==> src/rtc_time_pkg.sv <==
// How it works
// - Mask bits 5-7 skip year-day, month, year.
// - Packed views are read-only; write counters instead.
// - Packed view fields start at byte boundaries.
// - View one: seconds, minutes, hours, weekday.
// - View two: day, month, year.
// - View three: day of year only.
// - Seconds count 0 to 59 per tick.
// - Minutes advance on seconds rollover, 0 to 59.
// - Hours advance on minutes rollover, 0 to 23.
// - Day of month follows month length, from 1.
// - Weekday advances on hours rollover, 0 to 6.
// - Day of year runs 1 to 365/366.
// - Month advances on day rollover, 1 to 12.
// - Year advances on month or year-day rollover.
// - Every counter has its own read/write address.
// - Leap year when year's two low bits zero.
// - Alarm fires on mismatch-to-match edge only.
// - Mask bits 0-4 skip second to weekday.
// - Counters run only while run enable is set.
package rtc_time_pkg;

    localparam logic [31:0] ADDR_RUN_CONTROL = 32'he002_4008;
    localparam logic [31:0] ADDR_ALARM_MASK = 32'he002_4010;
    localparam logic [31:0] ADDR_PACKED_TIME_LOW = 32'he002_4014;
    localparam logic [31:0] ADDR_PACKED_DATE = 32'he002_4018;
    localparam logic [31:0] ADDR_PACKED_DAY_OF_YEAR = 32'he002_401c;
    localparam logic [31:0] ADDR_SECONDS = 32'he002_4020;
    localparam logic [31:0] ADDR_MINUTES = 32'he002_4024;
    localparam logic [31:0] ADDR_HOURS = 32'he002_4028;
    localparam logic [31:0] ADDR_DAY_OF_MONTH = 32'he002_402c;
    localparam logic [31:0] ADDR_WEEKDAY = 32'he002_4030;
    localparam logic [31:0] ADDR_DAY_OF_YEAR = 32'he002_4034;
    localparam logic [31:0] ADDR_MONTH = 32'he002_4038;
    localparam logic [31:0] ADDR_YEAR = 32'he002_403c;

    localparam int RUN_ENABLE_BIT = 0;

    localparam int MASK_SECONDS_COMPARE = 0;
    localparam int MASK_MINUTES_COMPARE = 1;
    localparam int MASK_HOURS_COMPARE = 2;
    localparam int MASK_DAY_OF_MONTH_COMPARE = 3;
    localparam int MASK_WEEKDAY_COMPARE = 4;
    localparam int MASK_DAY_OF_YEAR_COMPARE = 5;
    localparam int MASK_MONTH_COMPARE = 6;
    localparam int MASK_YEAR_COMPARE = 7;

    localparam int TIME_SEC_LSB = 0;
    localparam int TIME_MIN_LSB = 8;
    localparam int TIME_HOUR_LSB = 16;
    localparam int TIME_DOW_LSB = 24;
    localparam int DATE_DOM_LSB = 0;
    localparam int DATE_MONTH_LSB = 8;
    localparam int DATE_YEAR_LSB = 16;
    localparam int DOY_VIEW_LSB = 0;

    localparam logic [5:0] SEC_LAST = 6'h3b;
    localparam logic [5:0] MIN_LAST = 6'h3b;
    localparam logic [4:0] HOUR_LAST = 5'h17;
    localparam logic [2:0] DOW_LAST = 3'h6;
    localparam logic [8:0] DOY_LAST_NORMAL = 9'h16d;
    localparam logic [8:0] DOY_LAST_LEAP = 9'h16e;
    localparam logic [3:0] MONTH_LAST = 4'hc;
    localparam logic [4:0] DOM_FIRST = 5'h01;
    localparam logic [8:0] DOY_FIRST = 9'h001;
    localparam logic [3:0] MONTH_FIRST = 4'h1;

    localparam logic [3:0] MONTH_FEB = 4'h2;
    localparam logic [3:0] MONTH_APR = 4'h4;
    localparam logic [3:0] MONTH_JUN = 4'h6;
    localparam logic [3:0] MONTH_SEP = 4'h9;
    localparam logic [3:0] MONTH_NOV = 4'hb;
    localparam logic [4:0] DAYS_FEB_NORMAL = 5'h1c;
    localparam logic [4:0] DAYS_FEB_LEAP = 5'h1d;
    localparam logic [4:0] DAYS_SHORT = 5'h1e;
    localparam logic [4:0] DAYS_LONG = 5'h1f;

    localparam logic [5:0] RST_SECONDS = 6'h00;
    localparam logic [5:0] RST_MINUTES = 6'h00;
    localparam logic [4:0] RST_HOURS = 5'h00;
    localparam logic [4:0] RST_DAY_OF_MONTH = 5'h01;
    localparam logic [2:0] RST_WEEKDAY = 3'h0;
    localparam logic [8:0] RST_DAY_OF_YEAR = 9'h001;
    localparam logic [3:0] RST_MONTH = 4'h1;
    localparam logic [11:0] RST_YEAR = 12'h000;
    localparam logic [7:0] RST_ALARM_MASK = 8'hff;
    localparam logic RST_RUN_ENABLE = 1'b0;

endpackage

==> src/rtc_month_days.sv <==
`timescale 1ns/1ps
module rtc_month_days (
    input wire logic [3:0] month,
    input wire logic leap_year,
    output logic [4:0] last_day
);

    // Out-of-range month codes take the long length so a bad preset still wraps.
    always_comb begin
        unique case (month)
            rtc_time_pkg::MONTH_FEB: begin
                last_day = leap_year ? rtc_time_pkg::DAYS_FEB_LEAP : rtc_time_pkg::DAYS_FEB_NORMAL;
            end
            rtc_time_pkg::MONTH_APR, rtc_time_pkg::MONTH_JUN, rtc_time_pkg::MONTH_SEP, rtc_time_pkg::MONTH_NOV: begin
                last_day = rtc_time_pkg::DAYS_SHORT;
            end
            default: begin
                last_day = rtc_time_pkg::DAYS_LONG;
            end
        endcase
    end

endmodule

==> src/rtc_time_counter_chain.sv <==
// Implementation choice: the APB slave port.
`timescale 1ns/1ps
module rtc_time_counter_chain (
    input wire logic pclk,
    input wire logic presetn,
    input wire logic psel,
    input wire logic penable,
    input wire logic pwrite,
    input wire logic [31:0] paddr,
    input wire logic [31:0] pwdata,
    output logic [31:0] prdata,
    output logic pready,
    output logic pslverr,
    input wire logic one_second_tick,
    input wire logic [5:0] alarm_seconds,
    input wire logic [5:0] alarm_minutes,
    input wire logic [4:0] alarm_hours,
    input wire logic [4:0] alarm_day_of_month,
    input wire logic [2:0] alarm_weekday,
    input wire logic [8:0] alarm_day_of_year,
    input wire logic [3:0] alarm_month,
    input wire logic [11:0] alarm_year,
    output logic alarm_event
);

    typedef struct packed {
        logic [5:0] seconds_count;
        logic [5:0] minutes_count;
        logic [4:0] hours_count;
        logic [4:0] day_of_month_count;
        logic [2:0] weekday_count;
        logic [8:0] day_of_year_count;
        logic [3:0] month_count;
        logic [11:0] year_count;
        logic [7:0] alarm_compare_mask;
        logic counter_run_enable;
        logic [31:0] read_data;
        logic match_prev;
        logic alarm_pulse;
    } chain_state_s;

    chain_state_s state_reg;
    chain_state_s state_next;

    logic access;
    logic setup;
    logic wr;
    logic addr_mapped;
    logic addr_view;
    logic [31:0] read_mux;
    logic [31:0] packed_time_low;
    logic [31:0] packed_date;
    logic [31:0] packed_day_of_year;
    logic leap_year;
    logic [4:0] dom_last;
    logic [8:0] doy_last;
    logic tick_run;
    logic sec_wrap;
    logic min_wrap;
    logic hour_wrap;
    logic dom_wrap;
    logic doy_wrap;
    logic month_wrap;
    logic year_step;
    logic [7:0] field_equal;
    logic match_now;
    logic wr_sec;
    logic wr_min;
    logic wr_hour;
    logic wr_dom;
    logic wr_dow;
    logic wr_doy;
    logic wr_month;
    logic wr_year;
    logic wr_any_counter;

    assign access = psel & penable;
    assign setup = psel & ~penable;
    assign wr = access & pwrite;

    assign wr_sec = wr & (paddr == rtc_time_pkg::ADDR_SECONDS);
    assign wr_min = wr & (paddr == rtc_time_pkg::ADDR_MINUTES);
    assign wr_hour = wr & (paddr == rtc_time_pkg::ADDR_HOURS);
    assign wr_dom = wr & (paddr == rtc_time_pkg::ADDR_DAY_OF_MONTH);
    assign wr_dow = wr & (paddr == rtc_time_pkg::ADDR_WEEKDAY);
    assign wr_doy = wr & (paddr == rtc_time_pkg::ADDR_DAY_OF_YEAR);
    assign wr_month = wr & (paddr == rtc_time_pkg::ADDR_MONTH);
    assign wr_year = wr & (paddr == rtc_time_pkg::ADDR_YEAR);
    assign wr_any_counter = wr_sec | wr_min | wr_hour | wr_dom | wr_dow | wr_doy | wr_month | wr_year;

    assign addr_view = (paddr == rtc_time_pkg::ADDR_PACKED_TIME_LOW) |
                       (paddr == rtc_time_pkg::ADDR_PACKED_DATE) |
                       (paddr == rtc_time_pkg::ADDR_PACKED_DAY_OF_YEAR);
    assign addr_mapped = addr_view |
                         (paddr == rtc_time_pkg::ADDR_RUN_CONTROL) |
                         (paddr == rtc_time_pkg::ADDR_ALARM_MASK) |
                         (paddr == rtc_time_pkg::ADDR_SECONDS) |
                         (paddr == rtc_time_pkg::ADDR_MINUTES) |
                         (paddr == rtc_time_pkg::ADDR_HOURS) |
                         (paddr == rtc_time_pkg::ADDR_DAY_OF_MONTH) |
                         (paddr == rtc_time_pkg::ADDR_WEEKDAY) |
                         (paddr == rtc_time_pkg::ADDR_DAY_OF_YEAR) |
                         (paddr == rtc_time_pkg::ADDR_MONTH) |
                         (paddr == rtc_time_pkg::ADDR_YEAR);

    // Zero wait states; the error answer flags unmapped addresses and writes to the read-only views.
    assign pready = 1'b1;
    assign pslverr = access & (~addr_mapped | (pwrite & addr_view));
    assign prdata = state_reg.read_data;
    assign alarm_event = state_reg.alarm_pulse;

    assign leap_year = (state_reg.year_count[1:0] == 2'b00);
    assign doy_last = leap_year ? rtc_time_pkg::DOY_LAST_LEAP : rtc_time_pkg::DOY_LAST_NORMAL;

    rtc_month_days u_month_days (
        .month(state_reg.month_count),
        .leap_year(leap_year),
        .last_day(dom_last)
    );

    // Wrap tests use >= so that a counter preset beyond its range still returns to its first value.
    assign tick_run = one_second_tick & state_reg.counter_run_enable;
    assign sec_wrap = tick_run & (state_reg.seconds_count >= rtc_time_pkg::SEC_LAST);
    assign min_wrap = sec_wrap & (state_reg.minutes_count >= rtc_time_pkg::MIN_LAST);
    assign hour_wrap = min_wrap & (state_reg.hours_count >= rtc_time_pkg::HOUR_LAST);
    assign dom_wrap = hour_wrap & (state_reg.day_of_month_count >= dom_last);
    assign doy_wrap = hour_wrap & (state_reg.day_of_year_count >= doy_last);
    assign month_wrap = dom_wrap & (state_reg.month_count >= rtc_time_pkg::MONTH_LAST);
    assign year_step = month_wrap | doy_wrap;

    always_comb begin
        packed_time_low = '0;
        packed_time_low[rtc_time_pkg::TIME_SEC_LSB +: 6] = state_reg.seconds_count;
        packed_time_low[rtc_time_pkg::TIME_MIN_LSB +: 6] = state_reg.minutes_count;
        packed_time_low[rtc_time_pkg::TIME_HOUR_LSB +: 5] = state_reg.hours_count;
        packed_time_low[rtc_time_pkg::TIME_DOW_LSB +: 3] = state_reg.weekday_count;
        packed_date = '0;
        packed_date[rtc_time_pkg::DATE_DOM_LSB +: 5] = state_reg.day_of_month_count;
        packed_date[rtc_time_pkg::DATE_MONTH_LSB +: 4] = state_reg.month_count;
        packed_date[rtc_time_pkg::DATE_YEAR_LSB +: 12] = state_reg.year_count;
        // The day-of-year counter is nine bits wide; the upper 23 bits of the view read zero.
        packed_day_of_year = '0;
        packed_day_of_year[rtc_time_pkg::DOY_VIEW_LSB +: 9] = state_reg.day_of_year_count;
    end

    always_comb begin
        read_mux = '0;
        unique case (paddr)
            rtc_time_pkg::ADDR_RUN_CONTROL: read_mux[rtc_time_pkg::RUN_ENABLE_BIT] = state_reg.counter_run_enable;
            rtc_time_pkg::ADDR_ALARM_MASK: read_mux[7:0] = state_reg.alarm_compare_mask;
            rtc_time_pkg::ADDR_PACKED_TIME_LOW: read_mux = packed_time_low;
            rtc_time_pkg::ADDR_PACKED_DATE: read_mux = packed_date;
            rtc_time_pkg::ADDR_PACKED_DAY_OF_YEAR: read_mux = packed_day_of_year;
            rtc_time_pkg::ADDR_SECONDS: read_mux[5:0] = state_reg.seconds_count;
            rtc_time_pkg::ADDR_MINUTES: read_mux[5:0] = state_reg.minutes_count;
            rtc_time_pkg::ADDR_HOURS: read_mux[4:0] = state_reg.hours_count;
            rtc_time_pkg::ADDR_DAY_OF_MONTH: read_mux[4:0] = state_reg.day_of_month_count;
            rtc_time_pkg::ADDR_WEEKDAY: read_mux[2:0] = state_reg.weekday_count;
            rtc_time_pkg::ADDR_DAY_OF_YEAR: read_mux[8:0] = state_reg.day_of_year_count;
            rtc_time_pkg::ADDR_MONTH: read_mux[3:0] = state_reg.month_count;
            rtc_time_pkg::ADDR_YEAR: read_mux[11:0] = state_reg.year_count;
            default: read_mux = '0;
        endcase
    end

    assign field_equal[rtc_time_pkg::MASK_SECONDS_COMPARE] = (state_reg.seconds_count == alarm_seconds);
    assign field_equal[rtc_time_pkg::MASK_MINUTES_COMPARE] = (state_reg.minutes_count == alarm_minutes);
    assign field_equal[rtc_time_pkg::MASK_HOURS_COMPARE] = (state_reg.hours_count == alarm_hours);
    assign field_equal[rtc_time_pkg::MASK_DAY_OF_MONTH_COMPARE] = (state_reg.day_of_month_count == alarm_day_of_month);
    assign field_equal[rtc_time_pkg::MASK_WEEKDAY_COMPARE] = (state_reg.weekday_count == alarm_weekday);
    assign field_equal[rtc_time_pkg::MASK_DAY_OF_YEAR_COMPARE] = (state_reg.day_of_year_count == alarm_day_of_year);
    assign field_equal[rtc_time_pkg::MASK_MONTH_COMPARE] = (state_reg.month_count == alarm_month);
    assign field_equal[rtc_time_pkg::MASK_YEAR_COMPARE] = (state_reg.year_count == alarm_year);

    // A set mask bit forces its field to count as matching.
    assign match_now = &(state_reg.alarm_compare_mask | field_equal);

    always_comb begin
        state_next = state_reg;
        state_next.match_prev = match_now;
        // Edge only, and never with every field masked.
        state_next.alarm_pulse = match_now & ~state_reg.match_prev & ~(&state_reg.alarm_compare_mask);

        if (tick_run) begin
            state_next.seconds_count = sec_wrap ? 6'h00 : state_reg.seconds_count + 6'h01;
        end
        if (sec_wrap) begin
            state_next.minutes_count = min_wrap ? 6'h00 : state_reg.minutes_count + 6'h01;
        end
        if (min_wrap) begin
            state_next.hours_count = hour_wrap ? 5'h00 : state_reg.hours_count + 5'h01;
        end
        if (hour_wrap) begin
            state_next.day_of_month_count = dom_wrap ? rtc_time_pkg::DOM_FIRST
                                                     : state_reg.day_of_month_count + 5'h01;
            state_next.weekday_count = (state_reg.weekday_count >= rtc_time_pkg::DOW_LAST) ? 3'h0
                                                     : state_reg.weekday_count + 3'h1;
            state_next.day_of_year_count = doy_wrap ? rtc_time_pkg::DOY_FIRST
                                                    : state_reg.day_of_year_count + 9'h001;
        end
        if (dom_wrap) begin
            state_next.month_count = month_wrap ? rtc_time_pkg::MONTH_FIRST : state_reg.month_count + 4'h1;
        end
        if (year_step) begin
            // Twelve bits wrap from 4095 to 0 on their own.
            state_next.year_count = state_reg.year_count + 12'h001;
        end

        // A software write to a counter wins over a carry arriving in the same cycle.
        if (wr_sec) state_next.seconds_count = pwdata[5:0];
        if (wr_min) state_next.minutes_count = pwdata[5:0];
        if (wr_hour) state_next.hours_count = pwdata[4:0];
        if (wr_dom) state_next.day_of_month_count = pwdata[4:0];
        if (wr_dow) state_next.weekday_count = pwdata[2:0];
        if (wr_doy) state_next.day_of_year_count = pwdata[8:0];
        if (wr_month) state_next.month_count = pwdata[3:0];
        if (wr_year) state_next.year_count = pwdata[11:0];
        if (wr & (paddr == rtc_time_pkg::ADDR_ALARM_MASK)) begin
            state_next.alarm_compare_mask = pwdata[7:0];
        end
        if (wr & (paddr == rtc_time_pkg::ADDR_RUN_CONTROL)) begin
            state_next.counter_run_enable = pwdata[rtc_time_pkg::RUN_ENABLE_BIT];
        end

        // Read data is captured in the setup cycle and stands through the access cycle.
        if (setup & ~pwrite) begin
            state_next.read_data = read_mux;
        end
    end

    always_ff @(posedge pclk or negedge presetn) begin
        if (!presetn) begin
            state_reg.seconds_count <= rtc_time_pkg::RST_SECONDS;
            state_reg.minutes_count <= rtc_time_pkg::RST_MINUTES;
            state_reg.hours_count <= rtc_time_pkg::RST_HOURS;
            state_reg.day_of_month_count <= rtc_time_pkg::RST_DAY_OF_MONTH;
            state_reg.weekday_count <= rtc_time_pkg::RST_WEEKDAY;
            state_reg.day_of_year_count <= rtc_time_pkg::RST_DAY_OF_YEAR;
            state_reg.month_count <= rtc_time_pkg::RST_MONTH;
            state_reg.year_count <= rtc_time_pkg::RST_YEAR;
            state_reg.alarm_compare_mask <= rtc_time_pkg::RST_ALARM_MASK;
            state_reg.counter_run_enable <= rtc_time_pkg::RST_RUN_ENABLE;
            state_reg.read_data <= 32'h0000_0000;
            state_reg.match_prev <= 1'b0;
            state_reg.alarm_pulse <= 1'b0;
        end else begin
            state_reg <= state_next;
        end
    end
endmodule

==> config.mk <==
export PLATFORM = sky130hd
export DESIGN_NAME = rtc_time_counter_chain
export DESIGN_NICKNAME = d
export VERILOG_FILES = /design/src/rtc_time_pkg.sv /design/src/rtc_month_days.sv /design/src/rtc_time_counter_chain.sv
export SDC_FILE = /design/constraint.sdc
export NUM_CORES = 1
export LEC_CHECK = 0
export CORE_MARGIN = 3
export CORE_UTILIZATION = 55
export CTS_CLUSTER_DIAMETER = 40
export DETAILED_ROUTE_END_ITERATION = 8
export DONT_BUFFER_PORTS = 1
export PLACE_DENSITY = 0.67
export SLEW_MARGIN = 20
export SYNTH_ARGS = -nofsm -noshare
export SYNTH_HDL_FRONTEND = slang
export SYNTH_SLANG_ARGS = --single-unit
==> constraint.sdc <==
create_clock -name pclk -period 4.8 [get_ports pclk]
set_input_delay 0.48 -clock pclk [delete_from_list [all_inputs] [get_ports pclk]]
set_output_delay 0.48 -clock pclk [all_outputs]
set_load 0.01 [all_outputs]
==> results_dict.tcl <==
set metrics [dict create \
    rsz0062_at_grt "no" \
    fillers 976 \
    ctsLongestPathBuffers 2 \
    avgSynthCellArea_sq_um 8.54 \
    vdd_ir_drop_max_mv 0.287 \
    max_slew_margin 0.304 \
    drive_above_1_share 0.0839 \
    path_cells "inv_1 -> ha_1 -> inv_1 -> o21ai_0 -> nand2_1 -> o21ai_0 -> ha_1 -> nand2b_1 -> a21oi_1 -> nor3b_2 -> a32oi_1 -> nor4_1 -> xnor2_1 -> a21oi_1" \
    ff2ff_path_depth 14 \
    netlist_area_sq_um 6280 \
    overflow 0 \
    cts-root-buf "clkbuf_16" \
    clock.fmax_mhz 283 \
    io_pins 155 \
    yosysWarnings 0 \
    setup_viol 0 \
    synth-async-reset-ratio 1.00 \
    initial_core_util 0.572 \
    placed_cell_area_sq_um 6030 \
    numCtsBuffers 9 \
    clock_skew_ns 0.0116 \
    reg2reg_to "packed_date[26]" \
    area_delta_synth_final_pct 1.91 \
    ant_nets 0 \
    routedWlPerCell_microns 22.4 \
    drc_errors 0 \
    globalplace.congestion 0.886 \
    ys_ff_latch 87 \
    fp-row-count 38 \
    whs_ns 0.0415 \
    grtUsageTotal 0.287 \
    hold_path_class "input pin to async pin" \
    worst_setup_path_end_kind "flop" \
    synth.distinct_cells 70 \
    die_y_microns 113 \
    post-cts-setup-buffers 0 \
    period_needed_ns 3.53 \
    totalWireLength_microns 18300 \
    setup_ws_ns 1.27 \
    grt_pass1_vias 5000 \
    grt_pass1_wl_microns 28300 \
    hpwlAfterDp_microns 13400 \
    power_density_nw_per_um2 259 \
    diodes 0 \
    crit_family "simple AND/OR/NAND/NOR gates" \
    timing.rr.start "packed_date[16]" \
    vias 5390 \
    reg2reg_slack_ns 1.27 \
    path_buf_inv 2 \
    antenna_found_initial 0 \
    cts_resized 0 \
    coreArea_sq_um 11000 \
    final_cell_area_sq_um 6400 \
    hold_buffers 1 \
    routed_via_density 6.58 \
    post-place-ws_ns 1.39 \
    crit_path_start_kind "flop" \
    firstDrtPassIters 8 \
    cap_violations 0 \
    max_stage_delay_ns 0.51 \
    grt_max_degree 88 \
    cp.arrival_ns 3.74 \
    first_iter_violations 529 \
    path_clk_slew_ns 0.06 \
    die-area_sq_um 12700 \
    yosysSeqAreaShare 0.349 \
    cp.required_ns 5.01 \
    cp_max_fo 11 \
    crit_type "flop to flop" \
    hold_viol_final 0 \
    status "finished clean" \
    critPathSlowestCell "dfrtp_1" \
    total_power_mw 1.66 \
    maxSlewViolCount 0 \
    synth_edf_count 0 \
    period_share 0.735 \
    cts_tree "yes" \
    nNetsFinal 810 \
    netlist_instances 736 \
    clock_latency_ns 0.36 \
    p_leak_nw 2.66 \
    htree_levels 3 \
    largest_reg_flops 26 \
    die_w_microns 113 \
    tightest_slew_ns 1.04 \
    fin_setup_tns_ns 0 \
    synth_ff_type "dfrtp_1" \
    io_buffers 0 \
    clock-sinks 87 \
]
[logic make-up (layout without fill, tap and decap cells)]
group           Yosys count  in the layout  synth area share
flops                    87             87             0.349
other cells               2              7           0.00120
mux                      19             19            0.0323
compound gates          188            188             0.196
simple gates            265            265             0.217
xor+xnor                 62             62            0.0864
fa+ha+maj                17             17            0.0335
buf+inv                  96             34            0.0848
[placed cells by master (no fill, tap or decap), types with 8 or more instances in the layout]
| cell type | instances |
|---|---|
| o21a_1 | 11 |
| nor3_1 | 14 |
| xor2_1 | 29 |
| nand2_1 | 65 |
| a31oi_1 | 11 |
| inv_1 | 14 |
| dfrtp_1 | 76 |
| nand3_1 | 29 |
| o21ai_0 | 35 |
| and3_1 | 20 |
| mux2i_1 | 9 |
| ha_1 | 16 |
| dfstp_2 | 11 |
| nor4_1 | 15 |
| a222oi_1 | 11 |
| a221oi_1 | 13 |
| nand4_1 | 8 |
| xnor2_1 | 33 |
| nor2_1 | 75 |
| mux2_2 | 10 |
| a21oi_1 | 62 |
| clkbuf_16 | 9 |
[stage by stage]
| step | util | cells |
|---|---|---|
| after floorplan | - | 741 |
| after global placement | 0.549 | 802 |
| after detailed placement | 0.549 | 802 |
| after CTS | 0.583 | 819 |
| after global routing | 0.583 | 819 |
| final | 0.583 | 819 |
[cells in the mapped netlist, drive strengths merged, types with 3 or more instances]
cell type	number	share of area
dfrtp	76	0.30
nor2	75	0.045
nand2	67	0.040
a21oi	62	0.049
buf	56	0.061
o21ai	38	0.030
xnor2	33	0.046
nand3	29	0.023
xor2	29	0.040
clkbuf	26	0.016
and3	20	0.020
nor4	19	0.026
nor3	17	0.018
ha	16	0.032
inv	14	0.0084
a221oi	13	0.018
a222oi	11	0.018
a31oi	11	0.011
dfstp	11	0.046
o21a	11	0.013
mux2	10	0.018
mux2i	9	0.014
nand4	8	0.0080
a22oi	7	0.0084
nor3b	6	0.0080
o311ai	6	0.0084
o211ai	5	0.0060
a32oi	4	0.0056
and2	4	0.0040
nand2b	3	0.0030
nand3b	3	0.0036
nor2b	3	0.0030
or2	3	0.0030
or4	3	0.0042
[per-layer routing]
| metal | vias up | wire length, microns | GRT usage |
|---|---|---|---|
| li1 | 2509 | - | - |
| met2 | 262 | 8500 | 0.454 |
| met1 | 2578 | 7480 | 0.380 |
| met4 | 0 | 604 | 0.105 |
| met5 | - | 0 | 0 |
| met3 | 41 | 1720 | 0.0749 |
[where the power goes]
group / leakage, nW / internal [mW] / switching, mW
Combinational: 1.33 / 0.0302 / 0.0459
Clock: 0.170 / 0.524 / 0.295
Sequential: 1.16 / 0.747 / 0.0165
[worst max path at each step]
stage                           end            start  slack [ns]  depth (start not counted)
detailed placement  packed_date[22]  packed_date[16]        1.39                         14
global placement    packed_date[22]  packed_date[16]        1.45                         14
global route        packed_date[22]  packed_date[17]        1.12                         14
CTS                 packed_date[22]  packed_date[16]        1.36                         14
finish              packed_date[26]  packed_date[16]        1.27                         14
floorplan           packed_date[24]   packed_date[8]        2.05                         13
[layout make-up]
cell class                      count  area [sq um]  share of cell area
Clock inverter                      5           104              0.0162
Multi-Input combinational cell    558          3590               0.560
Tap cell                          140           175              0.0274
Sequential cell                    87          2190               0.342
Clock buffer                       11           243              0.0379
Inverter                           14          52.6             0.00821
Timing Repair Buffer                4          50.0             0.00782
No activity file was read; power rests on OpenSTA's default activity.
